**config.mk**
```make
export PLATFORM = sky130hd
export DESIGN_NAME = rbc_top
export DESIGN_NICKNAME = d
export VERILOG_FILES = /design/src/rtl/rbc_pkg.sv /design/src/rtl/rbc_top.sv /design/src/rtl/rbc_clk_div.sv
export SDC_FILE = /design/constraint.sdc
export NUM_CORES = 1
export LEC_CHECK = 0
export BUFFER_PORTS_ARGS = -buffer_cell sky130_fd_sc_hd__buf_2
export CORE_MARGIN = 8
export CORE_UTILIZATION = 42
export CTS_CLUSTER_SIZE = 16
export DETAILED_ROUTE_END_ITERATION = 16
export PLACE_DENSITY_LB_ADDON = 0.3
export SLEW_MARGIN = 30
export SYNTH_ARGS = -nofsm -noshare
export SYNTH_HDL_FRONTEND = slang
export SYNTH_SLANG_ARGS = --single-unit
```
**constraint.sdc**
```tcl
create_clock -name CLK -period 0.8 [get_ports CLK]
set_clock_uncertainty 0.15 [all_clocks]
set_input_delay 0.04 -clock CLK [delete_from_list [all_inputs] [get_ports CLK]]
set_output_delay 0.04 -clock CLK [all_outputs]
set_load 0.05 [all_outputs]
```
**src/rtl/rbc_pkg.sv**
```systemverilog
// Shared constants for the reset, boot-start and clock-ratio block.
// Assumes a single system clock; all users import the whole package.
package rbc_pkg;

  // Clock and timing
  localparam int          SYS_CLK_PERIOD_NS = 50;
  localparam int          RST_SEQ_NS        = 1000;  // Internal reset sequence length
  localparam int          RST_SEQ_CYC       = (RST_SEQ_NS + SYS_CLK_PERIOD_NS - 1) / SYS_CLK_PERIOD_NS;
  localparam int          CORE_RST_NS       = 200;   // Core-only reset pulse length
  localparam int          CORE_RST_CYC      = (CORE_RST_NS + SYS_CLK_PERIOD_NS - 1) / SYS_CLK_PERIOD_NS;
  localparam int          CNT_W             = 8;

  // Register offsets (byte addresses)
  localparam logic [7:0]  EMU_CTL_OFS       = 8'h00;
  localparam logic [7:0]  LINK_DIV_OFS      = 8'h04;
  localparam logic [7:0]  STATUS_OFS        = 8'h08;
  localparam logic [7:0]  START_ADDR_OFS    = 8'h0C;

  // Field positions
  localparam int          EMU_SOFT_RST_BIT  = 0;
  localparam int          ST_STRAP_LSB      = 0;
  localparam int          ST_INVALID_BIT    = 3;
  localparam int          ST_MULT_LSB       = 4;
  localparam int          ST_STATE_LSB      = 8;
  localparam int          ST_BOOT_LSB       = 10;
  localparam int          ST_DONE_BIT       = 12;

  // Reset values, reserved strap code and fixed bus divisor
  localparam logic [7:0]  LINK_DIV_RST      = 8'h02;
  localparam logic [3:0]  IRQ_EN_RST        = 4'hF;
  localparam logic [2:0]  STRAP_RESERVED    = 3'h7;
  localparam int          ONCHIP_BUS_DIV    = 1;     // Toggle each cycle: half rate

  // No-load start addresses by line, then the start address after a load
  localparam logic [31:0] START_IRQ0        = 32'h3000_0000;
  localparam logic [31:0] START_IRQ1        = 32'h3800_0000;
  localparam logic [31:0] START_IRQ2        = 32'h8000_0000;
  localparam logic [31:0] START_IRQ3        = 32'h0000_0000;
  localparam logic [31:0] START_LOADED      = 32'h0000_0000;

  // Boot options
  typedef enum logic [1:0] {
    BOOT_EPROM  = 2'h0,
    BOOT_HOST   = 2'h1,
    BOOT_LINK   = 2'h2,
    BOOT_NONE   = 2'h3
  } rbc_boot_t;

  // Core state, Gray along held -> idle -> run
  typedef enum logic [1:0] {
    CS_HELD     = 2'h0,
    CS_IDLE     = 2'h1,
    CS_RUN      = 2'h3
  } rbc_core_t;

endpackage : rbc_pkg

```
**src/rtl/rbc_top.sv**
```systemverilog
// Reset, boot-start and clock-ratio control for a multicore signal processor.
// Assumes straps stable while powered and all inputs synchronous to CLK.
//
// Overview of operation
// Board asserts chip reset only after clock, static inputs and straps are stable.
// Every later chip reset via the reset input returns all logic to reset.
// Soft reset bit in emulation control resets only the core, not I/O.
// Board ties reset-complete output to the memory power-on reset input.
// Four start options: EPROM load, host load, link load, no load.
// No-load start: line 0, 1, 2 pick 0x30000000, 0x38000000, 0x80000000.
// No-load start: line 3 picks internal address zero.
// Core leaves any reset idle, waiting for interrupt; some vectors enabled.
// Core clock is system clock times the strap-selected multiplier.
// Link transmit clock comes from core clock via programmable divisor.
// On-chip bus runs at half the core clock rate.
// External bus uses system clock, at most a quarter of core clock.
// Strap codes give multipliers 4,5,6,7,8,10,12; code 111 reserved.
// Board holds ratio straps constant while powered.
// Reset-complete output signals once the internal sequence finishes.
// Chip reset is synchronised before release.
// Reserved strap code flagged invalid and never used as a multiplier.
//
// Our own choices: the strobed register port and the address map.
`timescale 1ns/1ns
module rbc_top
  import rbc_pkg::*;
#(
  parameter int DIV_W = 8
)
(
  input  wire logic              CLK,
  input  wire logic              NRST,
  input  wire logic [7:0]        ADDR,
  input  wire logic [31:0]       WDATA,
  input  wire logic              WR,
  input  wire logic              RD,
  output logic      [31:0]       RDATA,
  input  wire logic [2:0]        CLOCK_RATIO_STRAPS,
  input  wire logic [1:0]        BOOT_MODE_STRAPS,
  input  wire logic [3:0]        EXT_INTERRUPT_LINES_N,
  input  wire logic              BOOT_LOAD_DONE,
  output logic                   RESET_DONE_N,
  output logic                   CORE_RESET_N,
  output logic                   IO_RESET_N,
  output logic                   CORE_RUN,
  output logic      [31:0]       CORE_START_ADDR,
  output logic      [3:0]        CORE_IRQ_ENABLE,
  output logic      [3:0]        CORE_CLOCK_MULT,
  output logic                   RATIO_INVALID,
  output logic                   ONCHIP_BUS_CLOCK,
  output logic                   LINK_CLOCK_OUT
);

  ////////////////////////////////////////////////////////////////////////////
  // Decoding helpers

  // Strap code to multiplier; reserved code yields zero
  function automatic logic [3:0] ratio_mult(input logic [2:0] code);
    logic [3:0] m;
    m = 4'h0;
    case (code)
      3'h0:    m = 4'h4;
      3'h1:    m = 4'h5;
      3'h2:    m = 4'h6;
      3'h3:    m = 4'h7;
      3'h4:    m = 4'h8;
      3'h5:    m = 4'hA;
      3'h6:    m = 4'hC;
      default: m = 4'h0;
    endcase
    return m;
  endfunction : ratio_mult

  // Zero for the reserved code is deliberate: no real PLL can lock at a
  // multiplier of zero, so a board that leaves the straps at 111 is caught
  // at bring-up rather than running at some guessed ratio.
  // The invalid flag is kept beside it so software need not decode the table.

  ////////////////////////////////////////////////////////////////////////////
  // State
  //
  // All flip-flops of the block outside the two clock dividers live in one packed struct:
  //   sync1, sync2  two-stage release of the chip reset
  //   seq_cnt, done internal reset sequence and its completion flag
  //   strap, boot   strap values caught once per chip reset
  //   mult, inval   decoded clock multiplier and reserved-code flag
  //   soft_cnt      remaining cycles of a core-only reset
  //   state, run    core start state and its registered run flag
  //   addr          fetch start address handed to the core
  //   link_div      software divisor for the link transmit clock
  //   rdata         registered read data, valid one cycle only
  //   core_rst_n    core reset, chip or soft
  //   io_rst_n      I/O reset, chip reset only
  //   irq_en        interrupt enables set up by any reset

  typedef struct packed {
    logic             sync1;
    logic             sync2;
    logic [CNT_W-1:0] seq_cnt;
    logic             done;
    logic [2:0]       strap;
    rbc_boot_t        boot;
    logic [3:0]       mult;
    logic             inval;
    logic [CNT_W-1:0] soft_cnt;
    rbc_core_t        state;
    logic             run;
    logic [31:0]      addr;
    logic [DIV_W-1:0] link_div;
    logic [31:0]      rdata;
    logic             core_rst_n;
    logic             io_rst_n;
    logic [3:0]       irq_en;
  } rbc_st_t;

  rbc_st_t    st_r;
  rbc_st_t    st_nxt;
  logic       link_clk;
  logic       bus_clk;

  ////////////////////////////////////////////////////////////////////////////
  // Next-state logic
  always_comb
  begin
    logic [3:0]  irq;
    logic        soft_wr;
    logic        in_reset;
    irq      = ~EXT_INTERRUPT_LINES_N;
    soft_wr  = WR && (ADDR == EMU_CTL_OFS) && WDATA[EMU_SOFT_RST_BIT];
    in_reset = ~st_r.done;
    st_nxt   = st_r;

    // Two-stage release of the chip reset
    st_nxt.sync1 = 1'b1;
    st_nxt.sync2 = st_r.sync1;

    // Internal sequence after release; straps caught once, at release
    if (st_r.sync2 && !st_r.done)
    begin
      if (st_r.seq_cnt == '0)
      begin
        st_nxt.strap = CLOCK_RATIO_STRAPS;
        st_nxt.boot  = rbc_boot_t'(BOOT_MODE_STRAPS);
      end
      if (st_r.seq_cnt == CNT_W'(RST_SEQ_CYC - 1))
        st_nxt.done = 1'b1;
      else
        st_nxt.seq_cnt = st_r.seq_cnt + CNT_W'(1);
    end

    // Multiplier only from a legal code
    st_nxt.inval = (st_r.strap == STRAP_RESERVED);
    st_nxt.mult  = ratio_mult(st_r.strap);

    // Core-only reset leaves I/O running
    // A write during a running pulse restarts it, so the core always sees
    // the full pulse length after the last request.
    if (soft_wr && st_r.done)
      st_nxt.soft_cnt = CNT_W'(CORE_RST_CYC);
    else if (st_r.soft_cnt != '0)
      st_nxt.soft_cnt = st_r.soft_cnt - CNT_W'(1);
    st_nxt.io_rst_n   = st_r.done;
    st_nxt.core_rst_n = st_r.done && (st_nxt.soft_cnt == '0);

    // Core start control
    // Interrupt lines are taken as already synchronous; an asynchronous
    // source needs its own synchroniser in front of this block.
    case (st_r.state)
      CS_HELD:
      begin
        st_nxt.irq_en = IRQ_EN_RST;
        st_nxt.addr   = '0;
        if (st_r.core_rst_n)
          st_nxt.state = CS_IDLE;
      end
      CS_IDLE:
      begin
        if (st_r.boot == BOOT_NONE)
        begin
          // Lowest line wins when several are asserted together
          if (irq[0])
            st_nxt.addr = START_IRQ0;
          else if (irq[1])
            st_nxt.addr = START_IRQ1;
          else if (irq[2])
            st_nxt.addr = START_IRQ2;
          else if (irq[3])
            st_nxt.addr = START_IRQ3;
          if (irq != 4'h0)
            st_nxt.state = CS_RUN;
        end
        else if (BOOT_LOAD_DONE)
        begin
          st_nxt.addr  = START_LOADED;
          st_nxt.state = CS_RUN;
        end
      end
      CS_RUN:
      begin
        st_nxt.state = CS_RUN;
      end
      default:
      begin
        st_nxt.state = CS_HELD;
      end
    endcase
    if (!st_nxt.core_rst_n)
      st_nxt.state = CS_HELD;

    // Run flag registered so the output needs no decoding after the flop
    st_nxt.run = (st_nxt.state == CS_RUN);

    // Register writes
    // Ignored until the sequence is done, so a write racing the reset
    // release cannot leave the divisor half set up.
    if (WR && (ADDR == LINK_DIV_OFS) && !in_reset)
      st_nxt.link_div = WDATA[DIV_W-1:0];

    // Register reads, data valid the next cycle only
    st_nxt.rdata = 32'h0000_0000;
    if (RD)
    begin
      case (ADDR)
        LINK_DIV_OFS:
          st_nxt.rdata[DIV_W-1:0] = st_r.link_div;
        STATUS_OFS:
        begin
          st_nxt.rdata[ST_STRAP_LSB +: 3] = st_r.strap;
          st_nxt.rdata[ST_INVALID_BIT]    = st_r.inval;
          st_nxt.rdata[ST_MULT_LSB +: 4]  = st_r.mult;
          st_nxt.rdata[ST_STATE_LSB +: 2] = st_r.state;
          st_nxt.rdata[ST_BOOT_LSB +: 2]  = st_r.boot;
          st_nxt.rdata[ST_DONE_BIT]       = st_r.done;
        end
        START_ADDR_OFS:
          st_nxt.rdata = st_r.addr;
        default:
          st_nxt.rdata = 32'h0000_0000;  // Soft reset bit self-clears, reads zero
      endcase
    end
  end

  ////////////////////////////////////////////////////////////////////////////
  // State register; every chip reset clears it, but loads LINK_DIV_RST into link_div and IRQ_EN_RST into irq_en
  always_ff @(posedge CLK or negedge NRST)
  begin
    if (!NRST)
    begin
      st_r          <= '0;
      st_r.link_div <= LINK_DIV_RST;
      st_r.irq_en   <= IRQ_EN_RST;
    end
    else
    begin
      st_r <= st_nxt;
    end
  end

  ////////////////////////////////////////////////////////////////////////////
  // Derived clocks; CLK stands in for the core clock here
  // Both dividers sit in I/O reset, not core reset: a soft core reset must
  // not stop the on-chip bus or a link transfer in flight.
  // Limitation: outputs are divided from CLK, so true ratios to the core
  // clock hold only once a real PLL supplies the multiplied clock.
  rbc_clk_div #(
    .W       (DIV_W)
  ) u_bus_div (
    .clk     (CLK),
    .rst_n   (st_r.io_rst_n),
    .div     (DIV_W'(ONCHIP_BUS_DIV)),
    .clk_out (bus_clk)
  );

  rbc_clk_div #(
    .W       (DIV_W)
  ) u_link_div (
    .clk     (CLK),
    .rst_n   (st_r.io_rst_n),
    .div     (st_r.link_div),
    .clk_out (link_clk)
  );

  ////////////////////////////////////////////////////////////////////////////
  // Outputs, all from flip-flops
  // No output is decoded after the flops, so none can glitch while the
  // core or board samples it.
  assign RDATA            = st_r.rdata;
  assign RESET_DONE_N     = st_r.done;                          // high once complete
  assign CORE_RESET_N     = st_r.core_rst_n;
  assign IO_RESET_N       = st_r.io_rst_n;
  assign CORE_RUN         = st_r.run;
  assign CORE_START_ADDR  = st_r.addr;
  assign CORE_IRQ_ENABLE  = st_r.irq_en;
  assign CORE_CLOCK_MULT  = st_r.mult;                          // never below 4, except zero during chip reset and on code 111
  assign RATIO_INVALID    = st_r.inval;
  assign ONCHIP_BUS_CLOCK = bus_clk;
  assign LINK_CLOCK_OUT   = link_clk;

endmodule : rbc_top

```
**src/rtl/rbc_clk_div.sv**
```systemverilog
// Clock divider that toggles its output every div cycles of the clock.
// Assumes div is stable while counting; a divisor of zero acts as one.
`timescale 1ns/1ns
module rbc_clk_div
  import rbc_pkg::*;
#(
  parameter int W = 8
)
(
  input  wire logic         clk,
  input  wire logic         rst_n,
  input  wire logic [W-1:0] div,
  output logic              clk_out
);

  typedef struct packed {
    logic [W-1:0] cnt;
    logic         out;
  } rbc_div_st_t;

  rbc_div_st_t st_r;
  rbc_div_st_t st_nxt;

  ////////////////////////////////////////////////////////////////////////////
  // Count up the half period, then toggle
  always_comb
  begin
    logic [W-1:0] lim;
    lim    = (div == '0) ? W'(1) : div;
    st_nxt = st_r;
    if (st_r.cnt >= lim - W'(1))
    begin
      st_nxt.cnt = '0;
      st_nxt.out = ~st_r.out;
    end
    else
    begin
      st_nxt.cnt = st_r.cnt + W'(1);
    end
  end

  // Held low in reset so the divided clock starts in a known phase
  always_ff @(posedge clk or negedge rst_n)
  begin
    if (!rst_n)
      st_r <= '0;
    else
      st_r <= st_nxt;
  end

  assign clk_out = st_r.out;

endmodule : rbc_clk_div

```
**After elaboration in Yosys (flattened, before gate mapping)**

Cells that the tools add are included.

- Add/sub/neg operators: 5
- Order comparisons: 2
- Equal/unequal tests: 17
- Multiplexer cells: 23
- Bitwise gates (word level): 4
- Reductions and logical operators: 21

Operators with widths:

| cell | count |
|---|---|
| 2-to-1 mux 32 bit | 7 |
| case mux 32 bit (2 select lines) | 1 |
| 2-to-1 mux 8 bit | 5 |
| logical NOT 8 bit | 4 |
| case mux 4 bit (7 select lines) | 1 |
| adder 8 x 1 -> 8 bit (second input constant) | 3 |
| case mux 8 bit (3 select lines) | 1 |
| 2-to-1 mux 19 bit | 1 |
| equality test 8 x 4 -> 1 bit (second input constant) | 2 |
| subtractor 8 x 1 -> 8 bit (second input constant) | 2 |
| equality test 3 bit (second input constant) | 4 |
| 2-to-1 mux 2 bit | 5 |
| case mux 5 bit (2 select lines) | 1 |
| equality test 8 x 3 -> 1 bit (second input constant) | 1 |
| equality test 8 x 5 -> 1 bit (second input constant) | 1 |
| >= comparator 8 x 1 -> 1 bit (second input constant) | 1 |
| >= comparator 8 bit | 1 |
| nonzero test 8 bit | 1 |
| logical AND 1 bit | 7 |
| equality test 2 bit (second input constant) | 3 |
| equality test 3 x 2 -> 1 bit (second input constant) | 2 |
| inequality test 6 bit (second input constant) | 1 |
| case mux 2 bit (3 select lines) | 1 |
| AND reduction 2 bit | 3 |
| 11 further kinds | 13 |

- Flip-flop bits (word level): 124
- Input bits: 54
- Output and inout port bits: 79
- Logic and storage cells: 92

**Longest topological paths before layout**

- Depth after elaboration: 9
- Mapped depth: 14
- Mapped depth without buffers: 12

**Cells and area by module**

A second synthesis with hierarchy kept.

- Cells, all modules: 427
- Area total of the unflattened synthesis: 4470.5 um2

By module, submodules not included:

| module | times used | cells an instance | area an instance (um2) | sequential area each (um2) |
|---|---|---|---|---|
| rbc_top | 1 | 287 | 3114.2 | 1527.7 |
| rbc_clk_div | 2 | 70 | 678.2 | 225.2 |

**Worst setup path before layout**

OpenSTA, ideal clock, no wires.

- Kind: reg2reg
- Start point: register st_r[42] (netlist bit)
- End point: register u_link_div.st_r, in the netlist u_link_div.clk_out
- Library setup time: 143 ps
- Data arrival time: 2870 ps
- Setup slack: -2363 ps
- Stages on the path, launching flop included: 14
- Path buffers: 2
- Period minus slack after synthesis: 3163 ps
- Cells stage by stage: dfrtp_1 clkbuf_1 nor4_1 a31oi_1 ha_1 nand2_1 xor2_1 ha_1 a21o_1 a21o_1 a221o_1 a21o_1 buf_2 xor2_1

- Longest elaborated chain between the ends: 4

Ends and longest elaborated chain:

| item | line | source |
|---|---|---|
| start, declared | rbc_top.sv:116 | `rbc_st_t st_r;` |
| start signal, assigned | rbc_top.sv:255 | `st_r <= st_nxt;` |
| logical NOT 8 bit | rbc_clk_div.sv:29 | `lim = (div == '0) ? W'(1) : div;` |
| 2-to-1 mux 8 bit * | rbc_clk_div.sv:29 |  |
| subtractor 8 x 1 -> 8 bit * | rbc_clk_div.sv:31 | `if (st_r.cnt >= lim - W'(1))` |
| >= comparator 8 bit * | rbc_clk_div.sv:31 |  |
| end signal, assigned | rbc_clk_div.sv:48 | `st_r <= st_nxt;` |
| end, declared | rbc_clk_div.sv:21 | `rbc_div_st_t st_r;` |

Mark *: on every way between the ends. The rest lies on a longest branch, timed or not.
A chain may end at the register's enable or synchronous reset.

**Worst setup path after layout**

- Start point: register st_r[44] (netlist bit)
- End point: register u_link_div.st_r, in the netlist u_link_div.clk_out

Same word-level chain as after synthesis.

==> impl_metrics.csv <==
group,metric,value,unit
run_status,run_status,"complete, but fails checks",
run_status,violations,"negative hold slack, negative setup slack",
min_path,hold_end,"st_r[42]$_DFFE_PN0P_",
clock_tree,cts_made_buffers,9,
route,drtIter0Drc,147,
power,powerDensity,2916,mW/mm2
floorplan,initial_utilization,0.4254,
route,ant_nets,0,
sta,timing.hold.ws,-222.8,ps
cells_and_area,finalNetCount,588,
critical_path,arrival,2990,ps
power,leakagePower,2.851,nW
critical_path,critical_path_required,880,ps
cells_and_area,fin_util,0.6441,
synth,synthSimpleGateAreaFrac,0.1679,
critical_path,cp_num_buf_inv,2,
min_path,hold_depth,2,
synth,ys.flop_type,"dfrtp_1",
synth,synth_xor_area_frac,0.05651,
power,combPwrFrac,0.528,
floorplan,die_h,112.1,um
power,power_switching,0.006647,W
sta,rsz0062_at_grt,"yes",
cells_and_area,drive_above_1_share,0.5496,
floorplan,die_area,0.01256,mm2
min_path,hp-start,"WDATA[4]",
route,drt_wl_total,9.745,mm
cells_and_area,insertedDiodeCount,0,
run,maxCapViolCount,0,
floorplan,ios,133,
floorplan,core,0.009109,mm2
floorplan,die_x,112.1,um
clock_tree,clk_latency,340,ps
clock_tree,cts.clk_slew.worst_paths,80,ps
critical_path,worst-path-max-fanout,5,
synth,ys_seq_elements,71,
global_route,grt_pass1_wl,15.06,mm
placement,numPlacedInstances,583,
clock_tree,clk_path_buf_depth,2,
cells_and_area,final_cell_mix,"buf_4, buf_6, dfrtp_1",
cells_and_area,final_common_cell,"buf_4",
synth,syn_area,0.003875,mm2
global_route,grt_overflow,0,
critical_path,crit_chain,"nor4_4 -> a31oi_4 -> buf_4 -> buf_4 -> ha_1 -> nand2b_1 -> a211o_1 -> a221o_1 -> a21o_4 -> xor2_1",
synth,synth-compound-area-share,0.07427,
clock_tree,cts_hold_buffers,2,
power,p_int,0.01046,W
global_route,grt_usage,0.1460,
placement,dp_hpwl,6.512,mm
clock_tree,cts_tree,"done",
critical_path,reg2reg_depth,10,
synth,synthCells,369,
synth,synth-edff-count,0,
route,vias_per_cell,4.822,
clock_tree,ctsHtreeMaxLevel,3,
synth,ys_types,51,
clock_tree,cts_root_buf,"clkbuf_8",
synth,ys_seq_area_frac,0.4588,
sta,worst_slack,-2108,ps
min_path,hold_path_class,"primary input to flip-flop",
sta,min_period,2908,ps
synth,synth.area.mux_share,0.03778,
critical_path,worstReg2RegEnd,"u_link_div.clk_out$_DFFE_PN0P_",
power,power_frac_clock,0.169,
sta,slew_violations,0,
clock_tree,cts_sinks,71,
floorplan,rows,35,
critical_path,startpoint_type,"flip-flop",
global_route,grt_max_degree,37,
route,drt-pass1-iter-count,4,
global_route,antenna_found_initial,0,
critical_path,critPathSlowestCell,"dfrtp_1",
power,vdd_ir_drop_max,0.001243,V
critical_path,slowest_delay,420,ps
route,routedWlPerCell,15.35,um
route,num_vias,3062,
placement,port_buffers,61,
global_route,grt_pass1_vias,3198,
critical_path,critPathCaptureType,"flip-flop",
synth,synthAdderAreaFrac,0.04521,
synth,synth_top_family_by_area,"simple AND/OR/NAND/NOR gates",
critical_path,critPathMostFrequentCell,"buf_4",
critical_path,ff2ff_setup_slack,-2110,ps
synth,yosys_warnings,0,
route,drc_errors,0,
cells_and_area,final_cells,635,
placement,gp_congestion,0.8179,
cells_and_area,syn_to_final_growth,51.40,%
critical_path,reg2reg_from,"st_r[44]$_DFFE_PN0P_",
critical_path,crit_type,"flip-flop to flip-flop",
power,seqPwrFrac,0.302,
synth,syn_area_per_cell,10.50,um2
sta,fmax,0.3439,GHz
power,p_sw_frac,0.3886,
sta,setup_viol,100,
critical_path,crit_family,"compound AO/OA/AOI/OAI gates",
sta,post-route-period-util,3.634,
critical_path,startpoint,"st_r[44]$_DFFE_PN0P_",
sta,hold_viol,20,
synth,ys_async_sr_fraction,1.000,
==> per-stage QoR <==
step	total power (W)	instance area [um2]	setup TNS, ps	hold WS (ps)	setup slack (ps)
finish	0.01711	5867	-62580	-222.8	-2108
global route	0.01793	5867	-66660	-236.2	-2227
CTS	0.01579	5523	-61570	-236.0	-2110
detailed placement	0.01137	4702	-59020	-105.1	-2220
global placement	0.01119	4702	-56910	-108.5	-2104
floorplan	0.009526	4263	-48070	-405.6	-2062
==> cell usage after synthesis (3+ instances only) <==
cell      instances  area [um2]
nand4_1           4       25.02
a22o_1            4       35.03
dfrtp_1          70        1752
and2_1            4       25.02
nand3_1          10       50.05
inv_1            14       52.55
xnor2_1          14       122.6
mux2_2           12       135.1
nor2b_1          12       75.07
nor3_1            9       45.04
o21ai_0           7       35.03
and3_1           11       68.82
a22oi_1           8       60.06
nor2_1           28       105.1
buf_4            72       540.5
a21o_1            4       30.03
ha_1             14       175.2
nand3b_1          3       22.52
nand2_1          17       63.81
xor2_1           11       96.34
a21oi_1           4       20.02
==> registers in the layout, indices dropped and copies added (netlist names) <==
name                cells
u_link_div.clk_out      1
u_link_div.st_r         8
CORE_RUN                1
u_bus_div.clk_out       1
IO_RESET_N              1
RATIO_INVALID           1
CORE_RESET_N            1
RESET_DONE_N            1
st_r                   32
CORE_START_ADDR         3
RDATA                  16
CORE_CLOCK_MULT         4
st_nxt                  1
==> metal layers <==
layer | vias to the layer above | routed length (um) | global-route usage
met5 | - | 0 | 0
met4 | 0 | 166 | 0.06115
met3 | 17 | 471 | 0.03435
met2 | 100 | 4946 | 0.2536
met1 | 1509 | 4160 | 0.1695
li1 | 1436 | - | -
==> cell type report <==
cell class	instances	area, um2
Fill cell	641	3242
Clock inverter	5	57.56
Sequential cell	71	1790
Tap cell	111	138.9
Inverter	14	57.56
Timing Repair Buffer	168	1500
Multi-Input combinational cell	256	2185
Clock buffer	10	137.6
==> timing repair <==
| action | CTS | global route |
|---|---|---|
| endpoints found under the setup margin | 100 | 100 |
| gates cloned | 1 | 1 |
| gates resized for setup | 121 | 60 |
| pin swaps | 29 | 25 |
| buffers inserted | 21 | 23 |
| endpoints found under the hold margin | 83 | 20 |
==> power by group through the flow <==
| stage | Clock (W) | Combinational, W | Sequential (W) |
|---|---|---|---|
| 2_1_floorplan | 0 | 0.00399 | 0.00553 |
| 3_3_place_gp | 0 | 0.00612 | 0.00507 |
| 3_5_place_dp | 0 | 0.00627 | 0.00510 |
| 4_1_cts | 0.00294 | 0.00775 | 0.00511 |
| 5_1_grt | 0.00310 | 0.00960 | 0.00523 |
| 6_report | 0.00289 | 0.00904 | 0.00517 |
==> worst max-delay path by stage <==
stage,endpoint,slack (ps),cells past startpoint
6_report,u_link_div.clk_out$_DFFE_PN0P_,-2110,10
5_1_grt,u_link_div.clk_out$_DFFE_PN0P_,-2230,11
4_1_cts,u_link_div.clk_out$_DFFE_PN0P_,-2110,11
3_5_place_dp,u_link_div.clk_out$_DFFE_PN0P_,-2220,13
3_3_place_gp,u_link_div.clk_out$_DFFE_PN0P_,-2100,13
2_1_floorplan,u_link_div.clk_out$_DFFE_PN0P_,-2060,12
==> kinds of logic after synthesis <==
group           Yosys count
other cells               2
fa+ha+maj                14
compound gates           39
xor+xnor                 25
mux                      13
buf+inv                  90
simple gates            115
flops                    71
No activity file was read; power rests on OpenSTA's default activity.
